`config.mk`:
```
export PLATFORM = sky130hd
export DESIGN_NAME = sad_top
export DESIGN_NICKNAME = d
export VERILOG_FILES = /design/src/hw/sad_pkg.sv /design/src/hw/sad_region.sv /design/src/hw/sad_top.sv
export VERILOG_INCLUDE_DIRS = /design/src /design/src/hw
export SDC_FILE = /design/constraint.sdc
export NUM_CORES = 2
export LEC_CHECK = 0
export ABC_AREA = 1
export ABC_CLOCK_PERIOD_IN_PS = 5000
export BUFFER_PORTS_ARGS = -buffer_cell sky130_fd_sc_hd__buf_2
export CAP_MARGIN = 0
export CELL_PAD_IN_SITES_DETAIL_PLACEMENT = 1
export CELL_PAD_IN_SITES_GLOBAL_PLACEMENT = 1
export CORE_ASPECT_RATIO = 2
export CORE_MARGIN = 4
export CORE_UTILIZATION = 46
export DETAILED_ROUTE_END_ITERATION = 10
export GPL_TIMING_DRIVEN = 0
export HOLD_SLACK_MARGIN = 0.15
export PLACE_DENSITY_LB_ADDON = 0.12
export SETUP_SLACK_MARGIN = 0.4
export SYNTH_ARGS = -nofsm -noshare
export SYNTH_HDL_FRONTEND = slang
export SYNTH_HIERARCHICAL = 1
export SYNTH_SLANG_ARGS = --single-unit
```
`constraint.sdc`:
```
create_clock -name clk_sys -period 5 [get_ports clk_sys]
set_input_delay 1 -clock clk_sys [delete_from_list [all_inputs] [get_ports clk_sys]]
set_output_delay 1 -clock clk_sys [all_outputs]
set_load 0.1 [all_outputs]
```
`src/hw/sad_params.svh`:
```
// Purpose: Offsets, field positions, reset values of the attribution block
// Assumes: Byte addresses on an 8-bit register port, 32-bit data
// Notes:   Definitions only
`ifndef SAD_PARAMS_SVH
`define SAD_PARAMS_SVH
`define SAD_OFF_CTRL      8'h00
`define SAD_OFF_STAT      8'h04
`define SAD_OFF_COL_EN    8'h08
`define SAD_OFF_COL_FLAG  8'h0C
`define SAD_OFF_PERI_SEC  8'h10
`define SAD_OFF_GPIO_SEC  8'h14
`define SAD_OFF_IRQ_SEC   8'h18
`define SAD_OFF_GUARD_SEC 8'h1C
`define SAD_OFF_RGN_BASE  8'h40
`define SAD_RGN_STRIDE    8'h08
`define SAD_RGN_LIM_OFS   8'h04
`define SAD_RGN_EN_BIT    0
`define SAD_RGN_NSC_BIT   1
`define SAD_RGN_LSB       5
`define SAD_CTRL_EN_BIT   0
`define SAD_NSC_FLASH_LO  32'h0C00_0000
`define SAD_NSC_FLASH_HI  32'h0FFF_FFFF
`define SAD_NSC_SRAM_LO   32'h3000_0000
`define SAD_NSC_SRAM_HI   32'h3FFF_FFFF
`define SAD_NSC_PERI_LO   32'h5000_0000
`define SAD_NSC_PERI_HI   32'h5FFF_FFFF
`define SAD_FLASH_NS_LO   32'h0800_0000
`define SAD_FLASH_MASK    32'h03FF_FFFF
`define SAD_FLASH_PG_LSB  13
`define SAD_GUARD_NS_BASE 32'h2000_0000
`define SAD_GUARD_S_BASE  32'h3000_0000
`define SAD_GUARD_PG_LSB  9
`define SAD_BOOT_DEFAULT  32'h0C00_0000
`define SAD_SRC_ATTR      0
`define SAD_SRC_GUARD     1
`define SAD_SRC_GATE      2
`endif

```
`src/hw/sad_pkg.sv`:
```
// Purpose: Types shared by the attribution block
// Assumes: Ordering of codes is the order of security
// Notes:   Larger code is more secure, so a max picks the final value
package sad_pkg;
  typedef enum logic [1:0] {
    SAD_NONSEC = 2'b00,
    SAD_NSC    = 2'b01,
    SAD_SECURE = 2'b10
  } sad_attr_e;
endpackage : sad_pkg

```
`src/hw/sad_region.sv`:
```
// Purpose: One programmable attribution region compare
// Assumes: Base and limit on 32-byte granules, limit inclusive
// Notes:   Purely combinational, no added wait state
`timescale 1ns/1ps
module sad_region #(
  parameter int LSB = 5
) (
  // Access address
  input  wire logic [31:0] addr,
  // Region settings
  input  wire logic [31:0] base,
  input  wire logic [31:0] limit,
  input  wire logic        en,
  // Result
  output logic             hit
);
  // Granule compare against the inclusive window
  assign hit = en && (addr[31:LSB] >= base[31:LSB]) && (addr[31:LSB] <= limit[31:LSB]);
endmodule : sad_region

```
`src/hw/sad_top.sv`:
```
// Purpose: Security attribution and reset-time security defaults
// Assumes: One clock, register port with read data one cycle after strobe
// Notes:   Access check is combinational within the access cycle
// Notes on behaviour
// - Security checks apply only while the security enable option is set.
// - Grant or deny each access from both attribution results and requester state.
// - Up to eight programmable regions each assign an attribute to a range.
// - Fixed map gives non-secure or callable; more secure of both results wins.
// - Flash, SRAM and peripherals appear at a secure and a non-secure alias.
// - Range 0x0C000000 to 0x0FFFFFFF is tagged callable by the fixed map.
// - Each securable peripheral has a gate whose security is set by configuration.
// - Security-aware peripherals bypass the gate and apply their own behaviour.
// - Processor starts secure after reset; boot address must be secure.
// - Programmable unit makes every address secure at reset.
// - Flash secure area set by watermark options; block-based flash non-secure.
// - All SRAM pages secure at reset; guard configuration itself secure.
// - Securable and security-aware peripherals are non-secure at reset.
// - Every general-purpose I/O resets to secure.
// - Every interrupt secure at reset; interrupt state banked per world.
// - All illegal-access sources disabled in the collector at reset.
// - Collector gathers illegal-access events into one secure interrupt.
// - Block guard holds one secure bit per 512-byte SRAM page.
`timescale 1ns/1ps
`include "sad_params.svh"
module sad_top #(
  parameter int NRGN   = 8,
  parameter int NPERI  = 32,
  parameter int NGPIO  = 32,
  parameter int NIRQ   = 32,
  parameter int NPAGE  = 32,
  parameter int FPAGEW = 7
) (
  // Clock and reset
  input  wire logic                clk_sys,
  input  wire logic                resetn,
  // Option pins from the flash option word
  input  wire logic                opt_sec_enable,
  input  wire logic [FPAGEW-1:0]   opt_wm_start,
  input  wire logic [FPAGEW-1:0]   opt_wm_end,
  input  wire logic [31:0]         opt_boot_addr,
  // Register port
  input  wire logic [7:0]          reg_addr,
  input  wire logic [31:0]         reg_wdata,
  input  wire logic                reg_wr,
  input  wire logic                reg_rd,
  input  wire logic                reg_nonsec,
  output logic      [31:0]         reg_rdata,
  // Bus access under check
  input  wire logic                acc_valid,
  input  wire logic [31:0]         acc_addr,
  input  wire logic                acc_nonsec,
  input  wire logic                acc_fetch,
  input  wire logic                acc_peri,
  input  wire logic                acc_peri_aware,
  input  wire logic [4:0]          acc_peri_idx,
  output logic                     acc_grant,
  output logic                     acc_block,
  output sad_pkg::sad_attr_e       acc_attr,
  // Security state toward the system
  output logic                     sec_enabled,
  output logic                     cpu_secure,
  output logic [31:0]              boot_addr,
  output logic [NGPIO-1:0]         gpio_secure,
  output logic [NIRQ-1:0]          irq_line_secure,
  output logic [NPERI-1:0]         peri_secure,
  // Collector interrupt toward the interrupt controller
  output logic                     col_irq
);
  // Option pins come from outside the clock domain
  logic              opt_s1_q, opt_s2_q;
  logic              strap_done_q;
  logic              sec_en_q;
  logic [31:0]       boot_q;
  logic [FPAGEW-1:0] wm_lo_q, wm_hi_q;
  logic [2*FPAGEW+31:0] optw_s1_q, optw_s2_q;
  logic [31:0]       boot_sync;

  always_ff @(posedge clk_sys or negedge resetn) begin
    if (!resetn) begin
      opt_s1_q <= 1'b0;
      opt_s2_q <= 1'b0;
    end else begin
      opt_s1_q <= opt_sec_enable;
      opt_s2_q <= opt_s1_q;
    end
  end

  // Options caught once the synced enable reads set; while it reads clear they are resampled every cycle
  always_ff @(posedge clk_sys or negedge resetn) begin
    if (!resetn) begin
      strap_done_q <= 1'b0;
      sec_en_q     <= 1'b0;
      boot_q       <= `SAD_BOOT_DEFAULT;
      wm_lo_q      <= '0;
      wm_hi_q      <= '0;
    end else if (!strap_done_q) begin
      strap_done_q <= opt_s2_q;
      sec_en_q     <= opt_s2_q;
      wm_lo_q      <= optw_s2_q[FPAGEW-1:0];
      wm_hi_q      <= optw_s2_q[2*FPAGEW-1:FPAGEW];
      // With security enabled, a boot address outside the secure flash alias is forced back
      if (opt_s2_q && (boot_sync < `SAD_NSC_FLASH_LO || boot_sync > `SAD_NSC_FLASH_HI))
        boot_q <= `SAD_BOOT_DEFAULT;
      else
        boot_q <= boot_sync;
    end
  end
  // Static option words pass the same two stages as the enable
  always_ff @(posedge clk_sys or negedge resetn) begin
    if (!resetn) begin
      optw_s1_q <= '0;
      optw_s2_q <= '0;
    end else begin
      optw_s1_q <= {opt_boot_addr, opt_wm_end, opt_wm_start};
      optw_s2_q <= optw_s1_q;
    end
  end
  assign boot_sync = optw_s2_q[2*FPAGEW +: 32];

  // Register storage
  logic             sau_en_q;
  logic [31:0]      rgn_base_q [NRGN];
  logic [31:0]      rgn_lim_q  [NRGN];
  logic [2:0]       col_en_q, col_flag_q;
  logic [NPERI-1:0] peri_q;
  logic [NGPIO-1:0] gpio_q;
  logic [NIRQ-1:0]  irq_q;
  logic [NPAGE-1:0] guard_q;
  logic             cpu_sec_q;

  // Non-secure writes never touch secure configuration while security is enabled
  logic wr_ok;
  assign wr_ok = reg_wr && !(reg_nonsec && sec_en_q);

  // Programmable unit enable; off means every address secure
  always_ff @(posedge clk_sys or negedge resetn) begin
    if (!resetn)
      sau_en_q <= 1'b0;
    else if (wr_ok && reg_addr == `SAD_OFF_CTRL)
      sau_en_q <= reg_wdata[`SAD_CTRL_EN_BIT];
  end

  // Region base and limit words, regions disabled at reset
  always_ff @(posedge clk_sys or negedge resetn) begin
    if (!resetn) begin
      for (int i = 0; i < NRGN; i++) begin
        rgn_base_q[i] <= 32'h0000_0000;
        rgn_lim_q[i]  <= 32'h0000_0000;
      end
    end else if (wr_ok) begin
      for (int i = 0; i < NRGN; i++) begin
        if (reg_addr == 8'(`SAD_OFF_RGN_BASE + i * `SAD_RGN_STRIDE))
          rgn_base_q[i] <= reg_wdata;
        if (reg_addr == 8'(`SAD_OFF_RGN_BASE + i * `SAD_RGN_STRIDE + `SAD_RGN_LIM_OFS))
          rgn_lim_q[i] <= reg_wdata;
      end
    end
  end

  // Gate, I/O, interrupt and page security words
  always_ff @(posedge clk_sys or negedge resetn) begin
    if (!resetn) begin
      peri_q  <= '0;
      gpio_q  <= '1;
      irq_q   <= '1;
      guard_q <= '1;
    end else if (wr_ok) begin
      if (reg_addr == `SAD_OFF_PERI_SEC)  peri_q  <= reg_wdata[NPERI-1:0];
      if (reg_addr == `SAD_OFF_GPIO_SEC)  gpio_q  <= reg_wdata[NGPIO-1:0];
      if (reg_addr == `SAD_OFF_IRQ_SEC)   irq_q   <= reg_wdata[NIRQ-1:0];
      if (reg_addr == `SAD_OFF_GUARD_SEC) guard_q <= reg_wdata[NPAGE-1:0];
    end
  end

  // Processor state after reset
  always_ff @(posedge clk_sys or negedge resetn) begin
    if (!resetn)
      cpu_sec_q <= 1'b1;
    else
      cpu_sec_q <= cpu_sec_q;
  end

  // Programmable regions, one compare each
  logic [NRGN-1:0] rgn_hit;
  logic [NRGN-1:0] rgn_nsc;
  genvar g;
  generate
    for (g = 0; g < NRGN; g++) begin : g_rgn
      sad_region #(.LSB(`SAD_RGN_LSB)) u_rgn (
        .addr  (acc_addr),
        .base  (rgn_base_q[g]),
        .limit (rgn_lim_q[g]),
        .en    (rgn_lim_q[g][`SAD_RGN_EN_BIT]),
        .hit   (rgn_hit[g])
      );
      assign rgn_nsc[g] = rgn_lim_q[g][`SAD_RGN_NSC_BIT];
    end
  endgenerate

  // Programmable result: lowest hitting region wins, default secure
  sad_pkg::sad_attr_e sau_attr;
  always_comb begin
    sau_attr = sad_pkg::SAD_SECURE;
    if (sau_en_q) begin
      for (int i = NRGN - 1; i >= 0; i--) begin
        if (rgn_hit[i])
          sau_attr = rgn_nsc[i] ? sad_pkg::SAD_NSC : sad_pkg::SAD_NONSEC;
      end
    end
  end

  // Fixed map: secure aliases are callable, everything else non-secure
  sad_pkg::sad_attr_e fixed_attribution_map_attr;
  always_comb begin
    fixed_attribution_map_attr = sad_pkg::SAD_NONSEC;
    if ((acc_addr >= `SAD_NSC_FLASH_LO && acc_addr <= `SAD_NSC_FLASH_HI) ||
        (acc_addr >= `SAD_NSC_SRAM_LO  && acc_addr <= `SAD_NSC_SRAM_HI)  ||
        (acc_addr >= `SAD_NSC_PERI_LO  && acc_addr <= `SAD_NSC_PERI_HI))
      fixed_attribution_map_attr = sad_pkg::SAD_NSC;
  end

  // More secure result wins, no register in the path
  sad_pkg::sad_attr_e fin_attr;
  always_comb begin
    fin_attr = (fixed_attribution_map_attr > sau_attr) ? fixed_attribution_map_attr : sau_attr;
  end

  // Flash watermark area is secure; outside it the attribution result alone decides
  logic [31:0]       flash_ofs;
  logic [FPAGEW-1:0] flash_pg;
  logic              in_flash, flash_sec;
  assign in_flash  = (acc_addr >= `SAD_FLASH_NS_LO) && (acc_addr <= `SAD_NSC_FLASH_HI);
  assign flash_ofs = acc_addr & `SAD_FLASH_MASK;
  assign flash_pg  = flash_ofs[`SAD_FLASH_PG_LSB +: FPAGEW];
  assign flash_sec = (flash_pg >= wm_lo_q) && (flash_pg <= wm_hi_q);

  // Guarded SRAM page lookup, same pages seen through both aliases
  localparam int PGW = $clog2(NPAGE);
  logic           in_guard;
  logic [PGW-1:0] pg_idx;
  logic [31:0]    guard_ofs;
  always_comb begin
    in_guard  = 1'b0;
    guard_ofs = 32'h0000_0000;
    if (acc_addr >= `SAD_GUARD_NS_BASE && acc_addr < `SAD_GUARD_NS_BASE + (NPAGE << `SAD_GUARD_PG_LSB)) begin
      in_guard  = 1'b1;
      guard_ofs = acc_addr - `SAD_GUARD_NS_BASE;
    end else if (acc_addr >= `SAD_GUARD_S_BASE && acc_addr < `SAD_GUARD_S_BASE + (NPAGE << `SAD_GUARD_PG_LSB)) begin
      in_guard  = 1'b1;
      guard_ofs = acc_addr - `SAD_GUARD_S_BASE;
    end
  end
  assign pg_idx = guard_ofs[`SAD_GUARD_PG_LSB +: PGW];

  // Access decision; checks bypassed while security is off
  logic attr_bad, guard_bad, gate_bad, req_sec;
  always_comb begin
    req_sec  = !acc_nonsec;
    attr_bad = 1'b0;
    if (acc_nonsec)
      attr_bad = (fin_attr == sad_pkg::SAD_SECURE) ||
                 (fin_attr == sad_pkg::SAD_NSC && !acc_fetch);
    else
      attr_bad = (fin_attr == sad_pkg::SAD_NONSEC);
    guard_bad = in_guard && (guard_q[pg_idx] != req_sec);
    if (in_flash && flash_sec && acc_nonsec)
      attr_bad = 1'b1;
    // Aware peripherals do their own checking behind the bus
    gate_bad = acc_peri && !acc_peri_aware && (peri_q[acc_peri_idx] != req_sec);
  end

  logic any_bad;
  assign any_bad   = sec_en_q && (attr_bad || guard_bad || gate_bad);
  assign acc_block = acc_valid && any_bad;
  assign acc_grant = acc_valid && !any_bad;
  assign acc_attr  = sec_en_q ? fin_attr : sad_pkg::SAD_NONSEC;

  // Collector flags: set wins over a write-one clear in the same cycle
  logic [2:0] evt;
  assign evt[`SAD_SRC_ATTR]  = acc_valid && sec_en_q && attr_bad;
  assign evt[`SAD_SRC_GUARD] = acc_valid && sec_en_q && guard_bad;
  assign evt[`SAD_SRC_GATE]  = acc_valid && sec_en_q && gate_bad;

  always_ff @(posedge clk_sys or negedge resetn) begin
    if (!resetn)
      col_en_q <= 3'h0;
    else if (wr_ok && reg_addr == `SAD_OFF_COL_EN)
      col_en_q <= reg_wdata[2:0];
  end

  always_ff @(posedge clk_sys or negedge resetn) begin
    if (!resetn)
      col_flag_q <= 3'h0;
    else if (wr_ok && reg_addr == `SAD_OFF_COL_FLAG)
      col_flag_q <= (col_flag_q & ~reg_wdata[2:0]) | evt;
    else
      col_flag_q <= col_flag_q | evt;
  end

  // One secure interrupt from all enabled sources
  logic col_irq_q;
  always_ff @(posedge clk_sys or negedge resetn) begin
    if (!resetn)
      col_irq_q <= 1'b0;
    else
      col_irq_q <= |(col_flag_q & col_en_q);
  end
  assign col_irq = col_irq_q;

  // Read data one cycle after the strobe, unmapped reads zero
  logic [31:0] rd_d, rd_q;
  always_comb begin
    rd_d = 32'h0000_0000;
    case (reg_addr)
      `SAD_OFF_CTRL:      rd_d = {31'h0, sau_en_q};
      `SAD_OFF_STAT:      rd_d = {29'h0, strap_done_q, cpu_sec_q, sec_en_q};
      `SAD_OFF_COL_EN:    rd_d = {29'h0, col_en_q};
      `SAD_OFF_COL_FLAG:  rd_d = {29'h0, col_flag_q};
      `SAD_OFF_PERI_SEC:  rd_d = 32'(peri_q);
      `SAD_OFF_GPIO_SEC:  rd_d = 32'(gpio_q);
      `SAD_OFF_IRQ_SEC:   rd_d = 32'(irq_q);
      `SAD_OFF_GUARD_SEC: rd_d = 32'(guard_q);
      default: begin
        for (int i = 0; i < NRGN; i++) begin
          if (reg_addr == 8'(`SAD_OFF_RGN_BASE + i * `SAD_RGN_STRIDE))
            rd_d = rgn_base_q[i];
          if (reg_addr == 8'(`SAD_OFF_RGN_BASE + i * `SAD_RGN_STRIDE + `SAD_RGN_LIM_OFS))
            rd_d = rgn_lim_q[i];
        end
      end
    endcase
    // Secure configuration hidden from non-secure readers
    if (reg_nonsec && sec_en_q && reg_addr != `SAD_OFF_STAT)
      rd_d = 32'h0000_0000;
  end

  always_ff @(posedge clk_sys or negedge resetn) begin
    if (!resetn)
      rd_q <= 32'h0000_0000;
    else if (reg_rd)
      rd_q <= rd_d;
    else
      rd_q <= 32'h0000_0000;
  end
  assign reg_rdata = rd_q;

  // Security state toward the system
  assign sec_enabled     = sec_en_q;
  assign cpu_secure      = cpu_sec_q;
  assign boot_addr       = boot_q;
  assign gpio_secure     = gpio_q;
  assign irq_line_secure = irq_q;
  assign peri_secure     = peri_q;
endmodule : sad_top

```
==> out/metrics.yaml <==
status:
  status: "finished, violations left"
  violations: "setup timing"
logic_synthesis:
  synthMuxAreaShare: 0
  synth_top_family_by_area: "simple AND/OR/NAND/NOR gates"
  yosysWarningCount: 6
  async_flop_share: 1.00
  syn_avg_cell_area_um2: 7.77
  ys_seq_area_frac: 0.440
  synthXorXnorAreaFrac: 0
  synth-edff-count: 0
  synth-simple-area-share: 0.229
  synthAdderAreaFrac: 0.119
  synth_ff_type: "dfrtp_1"
  synth_cells: 6049
  synth-seq-cells: 822
  syn_area_um2: 47000
  synth_cell_types: 51
  syn-num-nets: 6630
  synth_compound_area_frac: 0.126
die:
  core_um2: 101000
  initial_core_util: 0.464
  rows: 165
  die_width_um: 234
  ios: 301
  fp.dieArea_um2: 108000
  die_h_um: 460
drt:
  vias: 45800
  drt_iter0_drc: 2884
  wl_per_cell_um: 28.2
  ant_nets: 0
  routed_wl_mm: 222
  first_pass_iters: 6
  viasPerCell: 5.81
  drc: 0
sta:
  rsz0062_at_grt: "yes"
  layout_min_cycle_time_ps: 6010
  post-route-period-util: 1.20
  slew_headroom: 0.107
  finalHoldViolCount: 0
  setup_ws_ps: -1010
  worst_pin_slew_ps: 1340
  clock_skew_ps: 18.7
  worst_hold_slack_ps: 318
  finalMaxSlewViolations: 0
  finalSetupViolations: 3
  max_freq_mhz: 166
layout:
  nFillCells: 12500
  fin_nets: 7048
  drive_gt1_frac: 0.138
  postLayoutCellArea_um2: 55300
  layout_commonest_cell: "nand2_1"
  mostFrequentLayoutCells: "nand2_1 (1,838), inv_1 (762), dfrtp_1 (721)"
  seq_area_um2: 20700
  layout-area-overhead-vs-synth_pct: 17.6
  fin_util: 0.545
  multi_input_area_um2: 23800
global_routing:
  grt_pass1_vias: 50400
  grt_pass1_wl_mm: 318
  met1_usage: 0.358
  top_usage_layer: "met2"
  antenna_found_initial: 13
  grt_usage: 0.410
  use_met3: 0.0706
  overflow: 0
  grt_max_degree: 126
  grtUsageMet2: 0.728
critical_path:
  cp_num_cells: 33
  cp-start-kind: "primary input"
  required_ps: 4000
  path_class: "primary input to output port"
  worstRegToRegCells: 31
  cp_common_cell: "nand2_1"
  crit_family: "simple AND/OR/NAND/NOR gates"
  critPathMaxFanout: 10
  cp_slowest_stage_delay_ps: 300
  end_kind: "output port"
  cp.buffers_inverters: 4
  cpMaxStageDelayCell: "bufbuf_16"
  arrival_ps: 5010
clock_tree:
  path_clk_slew_ps: 70
  cts_inserted_buffers: 77
  h-tree-depth: 3
  clock-sinks: 822
  clk_latency_ps: 700
  cts_tree: "yes"
  ctsLongestPathBuffers: 3
  cts_root_buf: "clkbuf_16"
place:
  io_buffers: 294
  dpl_cell_area_um2: 50800
  place_hpwl_mm: 174
  gp_congestion: 1.03
hold_path:
  hold_path_class: "primary input to asynchronous set/reset pin"
run:
  cap_violations: 0
power_and_ir_drop:
  p_leak_uw: 0.0256
  ir_drop_uv: 339
  power_density_nw_per_um2: 293
-- what timing repair did --
item                       CTS  global route
setup endpoints to repair    5             4
cloned                       3             0
hold buffers                 0             0
setup buffers               15            20
pin swaps                   50            43
resized for setup          247            98
-- area by class of cell --
class / instances / area share
multi-input combinational: 4170 / 0.431
sequential: 822 / 0.374
inverter: 783 / 0.0532
timing repair buffer: 339 / 0.0444
clock buffer: 107 / 0.0404
tap: 1336 / 0.0302
buffer: 274 / 0.0199
clock inverter: 32 / 0.00656
antenna: 11 / 0.000498
-- synthesized netlist by cell type, drive strengths merged, types with 27 or more instances --
cell type	instances	area share
a21o	48	0.0079
ha	447	0.12
clkbuf	227	0.018
inv	783	0.062
a22o	33	0.0061
nand3	157	0.017
nand2	1886	0.15
o21ai	724	0.077
nor2	362	0.030
dfrtp	724	0.39
dfstp	98	0.055
a21oi	208	0.022
nand4	172	0.023
buf	47	0.0053
o31ai	27	0.0043
-- worst register-to-register path, delay by kind of cell (launching register included) --
kind / cells / cell delay (ps)
buffers and inverters: 5 / 540
flip-flops: 1 / 360
adder cells (fa/ha/maj): 2 / 590
AO/OA/AOI/OAI: 3 / 250
AND/OR/NAND/NOR: 21 / 2320
-- where the power goes --
group,switching (uW),leakage (uW),total (uW),internal [uW]
clock,2870,0.00129,6360,3500
combinational,1910,0.0136,2660,755
sequential,237,0.0108,7200,6960
total,5010,0.0256,16200,11200
-- path summary, 6_finish.rpt --
path | slack, ps | end | from
min in group clk_sys | 350 | optw_s2_q[33] | optw_s1_q[33]
worst max-delay path | -1010 | acc_block | acc_addr[15]
worst min register to register | 350 | optw_s2_q[33] | optw_s1_q[33]
worst min-delay path | 320 | optw_s1_q[9] | resetn
worst max register to register | 810 | col_flag_q[0] | rgn_base_q[56]
max in group asynchronous | 2560 | rgn_lim_q[125] | resetn
-- through the flow --
step                      power, uW  setup slack [ps]  setup TNS, ps  instances
after floorplan                8740              -150           -150       6049
after global placement         9620            -15190              -       7679
after detailed placement       9760             -2250          -7450       7686
after CTS                     16200              -910          -2310       7843
after global routing          16800             -1080          -3050       7865
final                         16200             -1010          -2830       7874
-- cell families after synthesis --
logic type / count (synthesis)
flip-flops: 822
other: 1
buffers and inverters: 1057
adder cells (fa/ha/maj): 447
AO/OA/AOI/OAI: 1090
AND/OR/NAND/NOR: 2632
-- layer usage --
| layer | share of wire | routed length, um | vias to the layer above |
|---|---|---|---|
| met1 | 0.30 | 66900 | 22600 |
| met5 | 0.00010 | 23 | - |
| met3 | 0.049 | 10800 | 1025 |
| li1 | - | - | 20400 |
| met2 | 0.50 | 112000 | 1775 |
| met4 | 0.15 | 32300 | 4 |
-- flip-flops by register name (all words and copies together), names as in the netlist, 3 cells and up --
register / cells
rgn_base_q: 256
rgn_lim_q: 256
optw_s1_q: 46
optw_s2_q: 46
boot_addr: 32
gpio_secure: 32
guard_q: 32
irq_line_secure: 32
peri_secure: 32
reg_rdata: 32
wm_hi_q: 7
wm_lo_q: 7
col_en_q: 3
col_flag_q: 3
Power figures use the tool's default switching activity.
